### src/verilog/sdid_pkg.sv
package sdid_pkg;

   // ************************************************************
   // timing
   // ************************************************************
   localparam int unsigned CLK_HZ = 20_000_000;
   localparam int unsigned IDLE_TIME_MS = 2000;
   localparam int unsigned IDLE_CYCLES = CLK_HZ / 1000 * IDLE_TIME_MS;
   localparam int unsigned MAX_STEP_KHZ = 200;
   localparam int unsigned MIN_STEP_CYCLES = CLK_HZ / (MAX_STEP_KHZ * 1000);

   // ************************************************************
   // register map (byte addresses)
   // ************************************************************
   localparam logic [7:0] ADR_CTRL = 8'h00;
   localparam logic [7:0] ADR_STATUS = 8'h04;
   localparam logic [7:0] ADR_POS = 8'h08;
   localparam logic [7:0] ADR_IDLE = 8'h0c;

   // ************************************************************
   // control fields
   // ************************************************************
   localparam int unsigned CTRL_W = 6;
   localparam int unsigned CTRL_MODE_BIT = 0;
   localparam int unsigned CTRL_EDGE_BIT = 1;
   localparam int unsigned CTRL_CWLOW_BIT = 2;
   localparam int unsigned CTRL_CCWLOW_BIT = 3;
   localparam int unsigned CTRL_SRC_BIT = 4;
   localparam int unsigned CTRL_DIRINV_BIT = 5;
   localparam logic [CTRL_W-1:0] CTRL_RST = 6'h00;

   // ************************************************************
   // idle current fields
   // ************************************************************
   localparam int unsigned PCT_W = 7;
   localparam int unsigned IDLE_PCT_LSB = 0;
   localparam int unsigned IDLE_EN_BIT = 8;
   localparam logic [PCT_W-1:0] IDLE_PCT_RST = 7'h3c;
   localparam logic IDLE_EN_RST = 1'b1;
   localparam logic [PCT_W-1:0] RUN_PCT = 7'h64;
   localparam logic [PCT_W-1:0] OFF_PCT = 7'h00;

   // ************************************************************
   // status fields
   // ************************************************************
   localparam int unsigned ST_EN_BIT = 0;
   localparam int unsigned ST_IDLE_BIT = 1;
   localparam int unsigned ST_DIR_BIT = 2;
   localparam int unsigned ST_LASTCW_BIT = 3;
   localparam int unsigned ST_MISS_BIT = 4;

   localparam int unsigned POS_W = 32;

   typedef enum logic [2:0] {
      SDID_OFF = 3'b001,
      SDID_RUN = 3'b010,
      SDID_REST = 3'b100
   } sdid_state_t;

endpackage : sdid_pkg

### src/verilog/sdid_top.sv
// What this block does
// - step/dir mode: one step per chosen edge
// - dual-pulse mode: step line gives clockwise steps
// - step/dir mode: direction level picks rotation sense
// - dual-pulse mode: direction line gives counter-clockwise steps
// - sinking wiring: enable high runs the drive
// - sourcing/differential wiring: enable low runs the drive
// - reset: step/dir, rising edge, sourcing inverts edge
// - current drops to 60% after 2 s idle
//
// Design decisions made here: the register offsets and register access over Wishbone.
`timescale 1ns/1ns
module sdid_top
   import sdid_pkg::*;
#(
   parameter int unsigned IDLE_COUNT = IDLE_CYCLES
) (
   input wire logic clk_i,
   input wire logic rst_i,
   input wire logic wb_cyc_i,
   input wire logic wb_stb_i,
   input wire logic wb_we_i,
   input wire logic [7:0] wb_adr_i,
   input wire logic [3:0] wb_sel_i,
   input wire logic [31:0] wb_dat_i,
   output logic [31:0] wb_dat_o,
   output logic wb_ack_o,
   input wire logic step_pulse_input_i,
   input wire logic direction_input_i,
   input wire logic drive_enable_input_i,
   output logic step_o,
   output logic step_cw_o,
   output logic drive_en_o,
   output logic idle_o,
   output logic [PCT_W-1:0] current_pct_o
);

   if (IDLE_COUNT < 1) begin : g_chk
      $error("sdid_top: IDLE_COUNT must be at least 1");
   end

   // ************************************************************
   // helpers
   // ************************************************************
   // true on the cycle a line enters its active level
   function automatic logic enter_active(input logic cur, input logic prev, input logic active_low);
      enter_active = active_low ? (~cur & prev) : (cur & ~prev);
   endfunction : enter_active

   // byte-lane merge for a register word
   function automatic logic [31:0] lane_merge(input logic [31:0] old, input logic [31:0] wr, input logic [3:0] sel);
      logic [31:0] res;
      res = old;
      for (int b = 0; b < 4; b++) begin
         if (sel[b]) begin
            res[b*8 +: 8] = wr[b*8 +: 8];
         end
      end
      lane_merge = res;
   endfunction : lane_merge

   // ************************************************************
   // bus decode
   // ************************************************************
   logic ack_q;
   logic req;
   logic wr_stb;
   logic wr_ctrl;
   logic wr_status;
   logic wr_pos;
   logic wr_idle;

   assign req = wb_cyc_i & wb_stb_i & ~ack_q;
   // a write lands at the edge where the master sees ack, not before
   assign wr_stb = wb_cyc_i & wb_stb_i & ack_q & wb_we_i;
   assign wr_ctrl = wr_stb & (wb_adr_i == ADR_CTRL);
   assign wr_status = wr_stb & (wb_adr_i == ADR_STATUS);
   assign wr_pos = wr_stb & (wb_adr_i == ADR_POS);
   assign wr_idle = wr_stb & (wb_adr_i == ADR_IDLE);

   always_ff @(posedge clk_i) begin
      if (rst_i) begin
         ack_q <= 1'b0;
      end else begin
         ack_q <= req;
      end
   end

   assign wb_ack_o = ack_q;

   // ************************************************************
   // configuration registers
   // ************************************************************
   logic [CTRL_W-1:0] ctrl_q;
   logic [PCT_W-1:0] idle_pct_q;
   logic idle_en_q;
   logic [31:0] ctrl_word;
   logic [31:0] idle_word;
   logic [31:0] ctrl_new;
   logic [31:0] idle_new;

   assign ctrl_word = {{(32-CTRL_W){1'b0}}, ctrl_q};
   assign idle_word = {23'h000000, idle_en_q, 1'b0, idle_pct_q};
   assign ctrl_new = lane_merge(ctrl_word, wb_dat_i, wb_sel_i);
   assign idle_new = lane_merge(idle_word, wb_dat_i, wb_sel_i);

   always_ff @(posedge clk_i) begin
      if (rst_i) begin
         ctrl_q <= CTRL_RST;
      end else if (wr_ctrl) begin
         ctrl_q <= ctrl_new[CTRL_W-1:0];
      end
   end

   always_ff @(posedge clk_i) begin
      if (rst_i) begin
         idle_pct_q <= IDLE_PCT_RST;
         idle_en_q <= IDLE_EN_RST;
      end else if (wr_idle) begin
         idle_pct_q <= idle_new[IDLE_PCT_LSB +: PCT_W];
         idle_en_q <= idle_new[IDLE_EN_BIT];
      end
   end

   logic dual_mode;
   logic sourcing;
   logic falling_sel;

   assign dual_mode = ctrl_q[CTRL_MODE_BIT];
   assign sourcing = ctrl_q[CTRL_SRC_BIT];
   assign falling_sel = ctrl_q[CTRL_EDGE_BIT] ^ sourcing;

   // ************************************************************
   // input synchronisation and edges
   // ************************************************************
   logic [2:0] pins;
   logic [2:0] s;
   logic [2:0] prev_q;

   assign pins = {drive_enable_input_i, direction_input_i, step_pulse_input_i};

   sdid_sync #(
      .WIDTH(3)
   ) u_sync (
      .clk_i(clk_i),
      .rst_i(rst_i),
      .async_i(pins),
      .sync_o(s)
   );

   always_ff @(posedge clk_i) begin
      if (rst_i) begin
         prev_q <= 3'h0;
      end else begin
         prev_q <= s;
      end
   end

   // edges ignored until sync stages and delayed copy hold real pin levels
   logic [1:0] warm_q;
   logic armed;

   always_ff @(posedge clk_i) begin
      if (rst_i) begin
         warm_q <= 2'h0;
      end else if (warm_q != 2'h3) begin
         warm_q <= warm_q + 2'h1;
      end
   end

   assign armed = (warm_q == 2'h3);

   // ************************************************************
   // step decoding
   // ************************************************************
   logic sd_step;
   logic sd_cw;
   logic cw_ev;
   logic ccw_ev;
   logic step_req;
   logic req_cw;

   assign sd_step = enter_active(s[0], prev_q[0], falling_sel);
   assign sd_cw = s[1] ^ ctrl_q[CTRL_DIRINV_BIT];
   assign cw_ev = enter_active(s[0], prev_q[0], ctrl_q[CTRL_CWLOW_BIT]);
   assign ccw_ev = enter_active(s[1], prev_q[1], ctrl_q[CTRL_CCWLOW_BIT]);

   // simultaneous opposite pulses cancel out
   always_comb begin
      if (dual_mode) begin
         step_req = armed & (cw_ev ^ ccw_ev);
         req_cw = cw_ev;
      end else begin
         step_req = armed & sd_step;
         req_cw = sd_cw;
      end
   end

   // ************************************************************
   // enable decoding
   // ************************************************************
   logic en_now;
   logic drive_en_q;

   assign en_now = sourcing ? ~s[2] : s[2];

   always_ff @(posedge clk_i) begin
      if (rst_i) begin
         drive_en_q <= 1'b0;
      end else begin
         drive_en_q <= en_now;
      end
   end

   assign drive_en_o = drive_en_q;

   // ************************************************************
   // step output and position
   // ************************************************************
   logic fire;
   logic step_q;
   logic step_cw_q;
   logic miss_q;
   logic [POS_W-1:0] pos_q;
   logic [POS_W-1:0] pos_base;
   logic [31:0] pos_new;

   assign fire = step_req & drive_en_q;
   assign pos_new = lane_merge(pos_q, wb_dat_i, wb_sel_i);
   assign pos_base = wr_pos ? pos_new : pos_q;

   always_ff @(posedge clk_i) begin
      if (rst_i) begin
         step_q <= 1'b0;
      end else begin
         step_q <= fire;
      end
   end

   always_ff @(posedge clk_i) begin
      if (rst_i) begin
         step_cw_q <= 1'b1;
      end else if (fire) begin
         step_cw_q <= req_cw;
      end
   end

   // a step in the same cycle as a load is applied on top of it
   always_ff @(posedge clk_i) begin
      if (rst_i) begin
         pos_q <= '0;
      end else if (fire) begin
         pos_q <= req_cw ? pos_base + 1'b1 : pos_base - 1'b1;
      end else begin
         pos_q <= pos_base;
      end
   end

   // step while disabled; write one to clear, a new event wins
   always_ff @(posedge clk_i) begin
      if (rst_i) begin
         miss_q <= 1'b0;
      end else if (step_req & ~drive_en_q) begin
         miss_q <= 1'b1;
      end else if (wr_status & wb_sel_i[0] & wb_dat_i[ST_MISS_BIT]) begin
         miss_q <= 1'b0;
      end
   end

   assign step_o = step_q;
   assign step_cw_o = step_cw_q;

   // ************************************************************
   // idle current reduction
   // ************************************************************
   logic expired;
   sdid_state_t state_q;
   logic [PCT_W-1:0] pct_q;

   sdid_idle_timer #(
      .COUNT(IDLE_COUNT)
   ) u_idle (
      .clk_i(clk_i),
      .rst_i(rst_i),
      .restart_i(fire | ~drive_en_q),
      .expired_o(expired)
   );

   always_ff @(posedge clk_i) begin
      if (rst_i) begin
         state_q <= SDID_OFF;
      end else begin
         case (state_q)
            SDID_OFF: begin
               if (drive_en_q) begin
                  state_q <= SDID_RUN;
               end
            end
            SDID_RUN: begin
               if (!drive_en_q) begin
                  state_q <= SDID_OFF;
               end else if (expired && idle_en_q && !fire) begin
                  state_q <= SDID_REST;
               end
            end
            SDID_REST: begin
               if (!drive_en_q) begin
                  state_q <= SDID_OFF;
               end else if (fire || !idle_en_q) begin
                  state_q <= SDID_RUN;
               end
            end
            default: begin
               state_q <= SDID_OFF;
            end
         endcase
      end
   end

   always_ff @(posedge clk_i) begin
      if (rst_i) begin
         pct_q <= OFF_PCT;
      end else begin
         case (state_q)
            SDID_RUN: pct_q <= RUN_PCT;
            SDID_REST: pct_q <= idle_pct_q;
            default: pct_q <= OFF_PCT;
         endcase
      end
   end

   assign idle_o = (state_q == SDID_REST);
   assign current_pct_o = pct_q;

   // ************************************************************
   // read data
   // ************************************************************
   logic [31:0] status_word;
   logic [31:0] rd_q;

   always_comb begin
      status_word = 32'h00000000;
      status_word[ST_EN_BIT] = drive_en_q;
      status_word[ST_IDLE_BIT] = idle_o;
      status_word[ST_DIR_BIT] = s[1];
      status_word[ST_LASTCW_BIT] = step_cw_q;
      status_word[ST_MISS_BIT] = miss_q;
   end

   always_ff @(posedge clk_i) begin
      if (rst_i) begin
         rd_q <= 32'h00000000;
      end else if (req && !wb_we_i) begin
         case (wb_adr_i)
            ADR_CTRL: rd_q <= ctrl_word;
            ADR_STATUS: rd_q <= status_word;
            ADR_POS: rd_q <= pos_q;
            ADR_IDLE: rd_q <= idle_word;
            default: rd_q <= 32'h00000000;
         endcase
      end
   end

   assign wb_dat_o = rd_q;

endmodule : sdid_top

### src/verilog/sdid_sync.sv
`timescale 1ns/1ns
module sdid_sync #(
   parameter int unsigned WIDTH = 3
) (
   input wire logic clk_i,
   input wire logic rst_i,
   input wire logic [WIDTH-1:0] async_i,
   output logic [WIDTH-1:0] sync_o
);

   logic [WIDTH-1:0] meta_q;
   logic [WIDTH-1:0] sync_q;

   if (WIDTH < 1) begin : g_chk
      $error("sdid_sync: WIDTH must be at least 1");
   end

   // two flops per line; only the second stage is read outside
   for (genvar i = 0; i < WIDTH; i++) begin : g_bit
      always_ff @(posedge clk_i) begin
         if (rst_i) begin
            meta_q[i] <= 1'b0;
            sync_q[i] <= 1'b0;
         end else begin
            meta_q[i] <= async_i[i];
            sync_q[i] <= meta_q[i];
         end
      end
   end

   assign sync_o = sync_q;

endmodule : sdid_sync

### src/verilog/sdid_idle_timer.sv
`timescale 1ns/1ns
module sdid_idle_timer #(
   parameter int unsigned COUNT = 40_000_000
) (
   input wire logic clk_i,
   input wire logic rst_i,
   input wire logic restart_i,
   output logic expired_o
);

   localparam int unsigned CW = $clog2(COUNT + 1);
   localparam logic [CW-1:0] LIMIT = CW'(COUNT);

   logic [CW-1:0] cnt_q;

   if (COUNT < 1) begin : g_chk
      $error("sdid_idle_timer: COUNT must be at least 1");
   end

   always_ff @(posedge clk_i) begin
      if (rst_i || restart_i) begin
         cnt_q <= '0;
      end else if (cnt_q != LIMIT) begin
         cnt_q <= cnt_q + 1'b1;
      end
   end

   assign expired_o = (cnt_q == LIMIT);

endmodule : sdid_idle_timer

### config.mk
export PLATFORM = sky130hd
export DESIGN_NAME = sdid_top
export DESIGN_NICKNAME = d
export VERILOG_FILES = /design/src/verilog/sdid_pkg.sv /design/src/verilog/sdid_top.sv /design/src/verilog/sdid_sync.sv /design/src/verilog/sdid_idle_timer.sv
export SDC_FILE = /design/constraint.sdc
export NUM_CORES = 1
export LEC_CHECK = 0
export BUFFER_PORTS_ARGS = -buffer_cell sky130_fd_sc_hd__buf_2
export CAP_MARGIN = 20
export CELL_PAD_IN_SITES_DETAIL_PLACEMENT = 1
export CELL_PAD_IN_SITES_GLOBAL_PLACEMENT = 2
export CORE_MARGIN = 1
export CORE_UTILIZATION = 35
export CTS_CLUSTER_DIAMETER = 30
export DETAILED_ROUTE_END_ITERATION = 10
export HOLD_SLACK_MARGIN = 0.08
export PLACE_DENSITY_LB_ADDON = 0.1
export SYNTH_ARGS = -nofsm -noshare
export SYNTH_HDL_FRONTEND = slang
export SYNTH_HIERARCHICAL = 1
export SYNTH_SLANG_ARGS = --single-unit
### constraint.sdc
create_clock -name clk_i -period 5.78 [get_ports clk_i]
set_input_delay 0.867 -clock clk_i [delete_from_list [all_inputs] [get_ports clk_i]]
set_output_delay 0.867 -clock clk_i [all_outputs]
set_load 0.02 [all_outputs]
# Word level (Yosys, flattened, before mapping)
# Cells that the tools add are included.
# classes
add_sub_neg,4
n_eq_ne,13
muxes,23
n_bitwise,29
reduce_logical,14
# op_table
operator,n
32-bit one-hot mux with 4 select lines,1
32-bit two-way mux,3
"32-bit by 1-bit adder with 32-bit output, second input constant",1
8-bit two-way mux,4
"32-bit by 1-bit subtractor with 32-bit output, second input constant",1
"26-bit by 1-bit adder with 26-bit output, second input constant",1
"26-bit equality test, second input constant",1
"26-bit != test, second input constant",1
1-bit AND,18
"8-bit by 4-bit equality test with 1-bit output, second input constant",2
3-bit two-way mux,5
7-bit one-hot mux with 2 select lines,1
3-bit one-hot mux with 3 select lines,1
"8-bit by 3-bit equality test with 1-bit output, second input constant",1
8-bit zero test,1
1-bit two-way mux,8
1-bit inverter,7
2-bit AND reduction,3
"2-bit != test, second input constant",2
"3-bit by 1-bit equality test with 1-bit output, second input constant",1
"3-bit by 2-bit equality test with 1-bit output, second input constant",1
"3-bit equality test, second input constant",1
1-bit logical AND,3
1-bit zero test,3
9 further kinds,12
# word_totals
reg_bits,129
in_bits,52
output_inout_bits,44
elab_cells,104

# Longest topological paths before layout
# logic_depth
depth_word,12
ltp_mapped,15
ltp_nobuf,14

# Modules after synthesis
# The synthesis kept the hierarchy.
# by_module_without_submodules
module,n_inst,cells_per_inst,area_each_um2,seq_area_each_um2
sdid_top,1,681,5776.8,1941.9
sdid_idle_timer,1,164,1336.3,520.5
sdid_sync,1,12,157.7,120.1

# Worst setup path before layout
# No wires, ideal clock.
# synth_path
path_kind,register to register
startpoint,register ctrl_q[5]
endpoint,register pos_q[31]
setup_time_ns,0.121
arrival_ns,4.888
t_required_ns,5.659
slack_ns,0.771
stages_incl_launch_ff,13
n_path_buf,1
period_less_slack_ns,5.009
cell_sequence,dfxtp_1 > xor2_1 > o21ai_0 > ha_1 > buf_2 > a21oi_1 > o211ai_1 > a311oi_1 > a211oi_2 > nor4_1 > nor3_2 > mux2i_1 > mux2_4
# synth_between
elab_chain_len,4
# synth_lines
element,line_no,source
start: declaration,sdid_top.sv:94,logic [CTRL_W-1:0] ctrl_q;
start signal: assignment,sdid_top.sv:111,ctrl_q <= ctrl_new[CTRL_W-1:0];
1-bit bitwise XOR,sdid_top.sv:184,assign sd_cw = s[1] ^ ctrl_q[CTRL_DIRINV_BIT];
1-bit two-way mux,sdid_top.sv:190,if (dual_mode) begin
32-bit two-way mux,sdid_top.sv:253,pos_q <= req_cw ? pos_base + 1'b1 : pos_base - 1'b1;
32-bit two-way mux,sdid_top.sv:252,end else if (fire) begin
end signal: assignment,sdid_top.sv:253,
end signal: assignment,sdid_top.sv:255,pos_q <= pos_base;
end: declaration,sdid_top.sv:224,logic [POS_W-1:0] pos_q;
# Every way passes these cells.
# A chain may end at the register's enable or synchronous reset.

# Final worst setup path
# layout_path
startpoint,input wb_adr_i[5]
endpoint,register pos_q[25]
# layout_between
elab_chain_len,6
elab_cells_between_ends,7
cone_classes,add/sub (2); eq/ne (1); mux (3); bitwise (1)
# layout_lines
element,line_no,source
start: declaration,sdid_top.sv:23,"input wire logic [7:0] wb_adr_i,"
8-bit by 4-bit equality test with 1-bit output *,sdid_top.sv:78,assign wr_pos = wr_stb & (wb_adr_i == ADR_POS);
1-bit AND *,sdid_top.sv:78,
32-bit two-way mux *,sdid_top.sv:230,assign pos_base = wr_pos ? pos_new : pos_q;
32-bit by 1-bit subtractor with 32-bit output or 32-bit by 1-bit adder with 32-bit output (tied branches),sdid_top.sv:253,
32-bit two-way mux,sdid_top.sv:253,
32-bit two-way mux *,sdid_top.sv:252,
# Mark *: on every way between the ends. The rest lies on a longest branch, timed or not.

==> out/results.ini <==
[global_route]
antenna_found_initial = 0
grt_overflow = 0
grtUsageTotal = 0.221
grt_max_degree = 47
grt_pass1_wl_mm = 37.5
grt_pass1_vias = 6928

[floorplan]
initial_utilization = 0.358
dieHeight_um = 146
num_io_pins = 96
fp.dieW_um = 146
coreArea_um2 = 20300
rows = 52
dieArea_um2 = 21400

[sta]
slew_violations = 0
timing.fmax_ghz = 0.206
hold_viol_final = 0
finalCritPeriodShare = 0.841
fin_crit_ns = 4.86
worst_pin_slew_ns = 0.878
setup_viol = 0
relSlewSlack = 0.414
tns_ns = 0
rsz0062_at_grt = false
finClkSkew_ns = 0.0189
worst_slack_ns = 0.916

[critical_path]
crit_fanout = 8
path_cells = buf_2 > nor4_4 > nand2_1 > nor4_2 > nand2_1 > mux2_2 > ha_1 > a21oi_1 > o22ai_1 > o21ai_0 > nand2_1 > a211oi_1 > o21ai_0 > xnor2_1 > o22ai_1
crit_family = compound AO/OA/AOI/OAI gates
cp-end-kind = flop
cpMostUsedCell = nand2_1
cp.arrival_ns = 5.13
slowest_stage = a211oi_1
rrSetupSlack_ns = 1.45
required_ns = 6.05
cp_slowest_stage_delay_ns = 0.61
cp_num_buf_inv = 1
worstSetupPathType = input port to flop
start_kind = input port

[clock_network]
cts-root-buf = clkbuf_16
cts_setup_buffers = 0
cts_tree = done
h-tree-depth = 4
cts.repair.resized = 0
clkSinkCount = 129
clock_latency_ns = 0.43
cts.path.max_buffers = 2
ctsHoldBuffers = 0
cts_made_buffers = 17
clkTransAtPathRegs_ns = 0.07

[placed_design]
hpwl_mm = 16.9
dpl.cell_count = 1192
post_dp_cell_area_um2 = 8010
place_ws_ns = 0.445
gp_congestion = 0.822
io_buffers = 95

[run_status]
status = finished clean

[logic_synthesis]
synth_top_area_frac = 0.355
ys_top_cells_by_area = dfxtp_1 36%, ha_1 5.7%, a21oi_1 5.1%
ys_types = 68
synthesis.nets = 943
synth_flop_cell = dfxtp_1
synth_xor_area_frac = 0.0458
synth_area_um2 = 7270
synth_cells = 857
synth_edf_count = 0
synth_adder_area_share = 0.0595
async_flop_share = 0
synth_top_family_by_area = simple AND/OR/NAND/NOR gates
synthMuxAreaShare = 0.0910
yosysTopAreaCell = dfxtp_1
ys_seq_area_frac = 0.355
ys_warn_count = 6
synth_compound_area_frac = 0.196
ys_ff_latch = 129
synth-simple-area-share = 0.223
avgSynthCellArea_um2 = 8.48

[pwr]
peakVddDrop_v = 0.000175
power_density_nw_per_um2 = 251
cellLeakagePower_nw = 3.57

[routing]
routedWlPerCell_um = 18.9
firstDrtPassIters = 4
first_iter_violations = 393
drc = 0
dr_total_vias = 6766
vias_per_cell = 5.52
routed_wl_mm = 23.1
ant_nets = 0

[run]
max_cap_violations = 0

[layout]
synthToLayoutAreaGrowth_pct = 18.7
drive_gt1_frac = 0.209
n_fill_cell = 2451
utilization = 0.425
num_antenna_cells = 0
nets = 1028
final_cell_area_um2 = 8630
finalNonFillerCells = 1225

[worst_hold_path]
hp-class = flop to flop

## Yosys cell counts (all sizes together), types with 17 or more instances
cell	instances
dfxtp	129
nand2	89
nor2	80
a21oi	74
o21ai	45
nand3	35
ha	33
mux2	33
a22oi	31
clkbuf	27
xor2	20
xnor2	18
inv	17
mux2i	17
## final timing paths
path,to,cells after the start,start
min reg2reg,u_sync/sync_o[2],1,u_sync/meta_q[2]
max,pos_q[25],15,wb_adr_i[5]
max reg2reg,pos_q[25],13,wb_ack_o
min,u_sync/sync_o[2],1,u_sync/meta_q[2]
## metal layers
metal,up-vias,track usage,share of wire
met5,-,0,0
met4,0,0.0490,0.0077
met3,15,0.0363,0.027
met2,103,0.369,0.47
met1,3344,0.298,0.49
li1,3304,-,-
## area by class of cell
cell class,instances,area [um^2],area share
tap,270,338,0.0392
sequential,129,2580,0.299
clock buffer,18,439,0.0509
timing repair buffer,104,547,0.0634
inverter,17,63.8,0.00740
multi-input combinational,673,4490,0.520
clock inverter,14,168,0.0194
## placed cells by master, fill, tap and decap left out, types with 14 or more instances in the layout
| cell | instances |
|---|---|
| xor2_1 | 20 |
| nor3_1 | 14 |
| ha_1 | 33 |
| xnor2_1 | 18 |
| mux2_2 | 31 |
| a21oi_1 | 74 |
| mux2i_1 | 17 |
| nand3_1 | 34 |
| a21o_1 | 14 |
| inv_1 | 17 |
| a22oi_1 | 31 |
| nand4_1 | 15 |
| nand2_1 | 88 |
| buf_2 | 95 |
| nor2_1 | 80 |
| clkbuf_16 | 17 |
| o21ai_0 | 42 |
| dfxtp_1 | 129 |
## flip-flops by register name, indices dropped and copies added, names as in the netlist, 2 cells and up
name / flops
wb_dat_o: 32
idle_pct_q: 7
u_sync/sync_o: 3
u_idle/cnt_q: 26
ctrl_q: 6
u_sync/meta_q: 3
pos_q: 32
current_pct_o: 7
warm_q: 2
prev_q: 2
state_q: 3
## cell families (layout without fill, tap and decap cells)
logic type | after synthesis | in the layout
fa+ha+maj | 34 | 34
buf+inv | 55 | 153
xor+xnor | 38 | 38
compound gates | 222 | 222
flops | 129 | 129
simple gates | 324 | 324
mux | 55 | 55
## power by group
part | internal [W] | total (W) | leakage, nW | switching, W
Clock | 0.000661 | 0.00112 | 0.292 | 0.000463
Sequential | 0.000896 | 0.000900 | 1.04 | 0.00000476
Combinational | 0.0000529 | 0.000144 | 2.24 | 0.0000908
## stage by stage
step	hold slack [ns]	power, W
2_1_floorplan	0.414	0.00101
3_3_place_gp	0.418	0.00106
3_5_place_dp	0.427	0.00106
4_1_cts	0.451	0.00219
5_1_grt	0.473	0.00224
6_report	0.450	0.00217
Note: power is estimated with default switching activity, not from simulation.
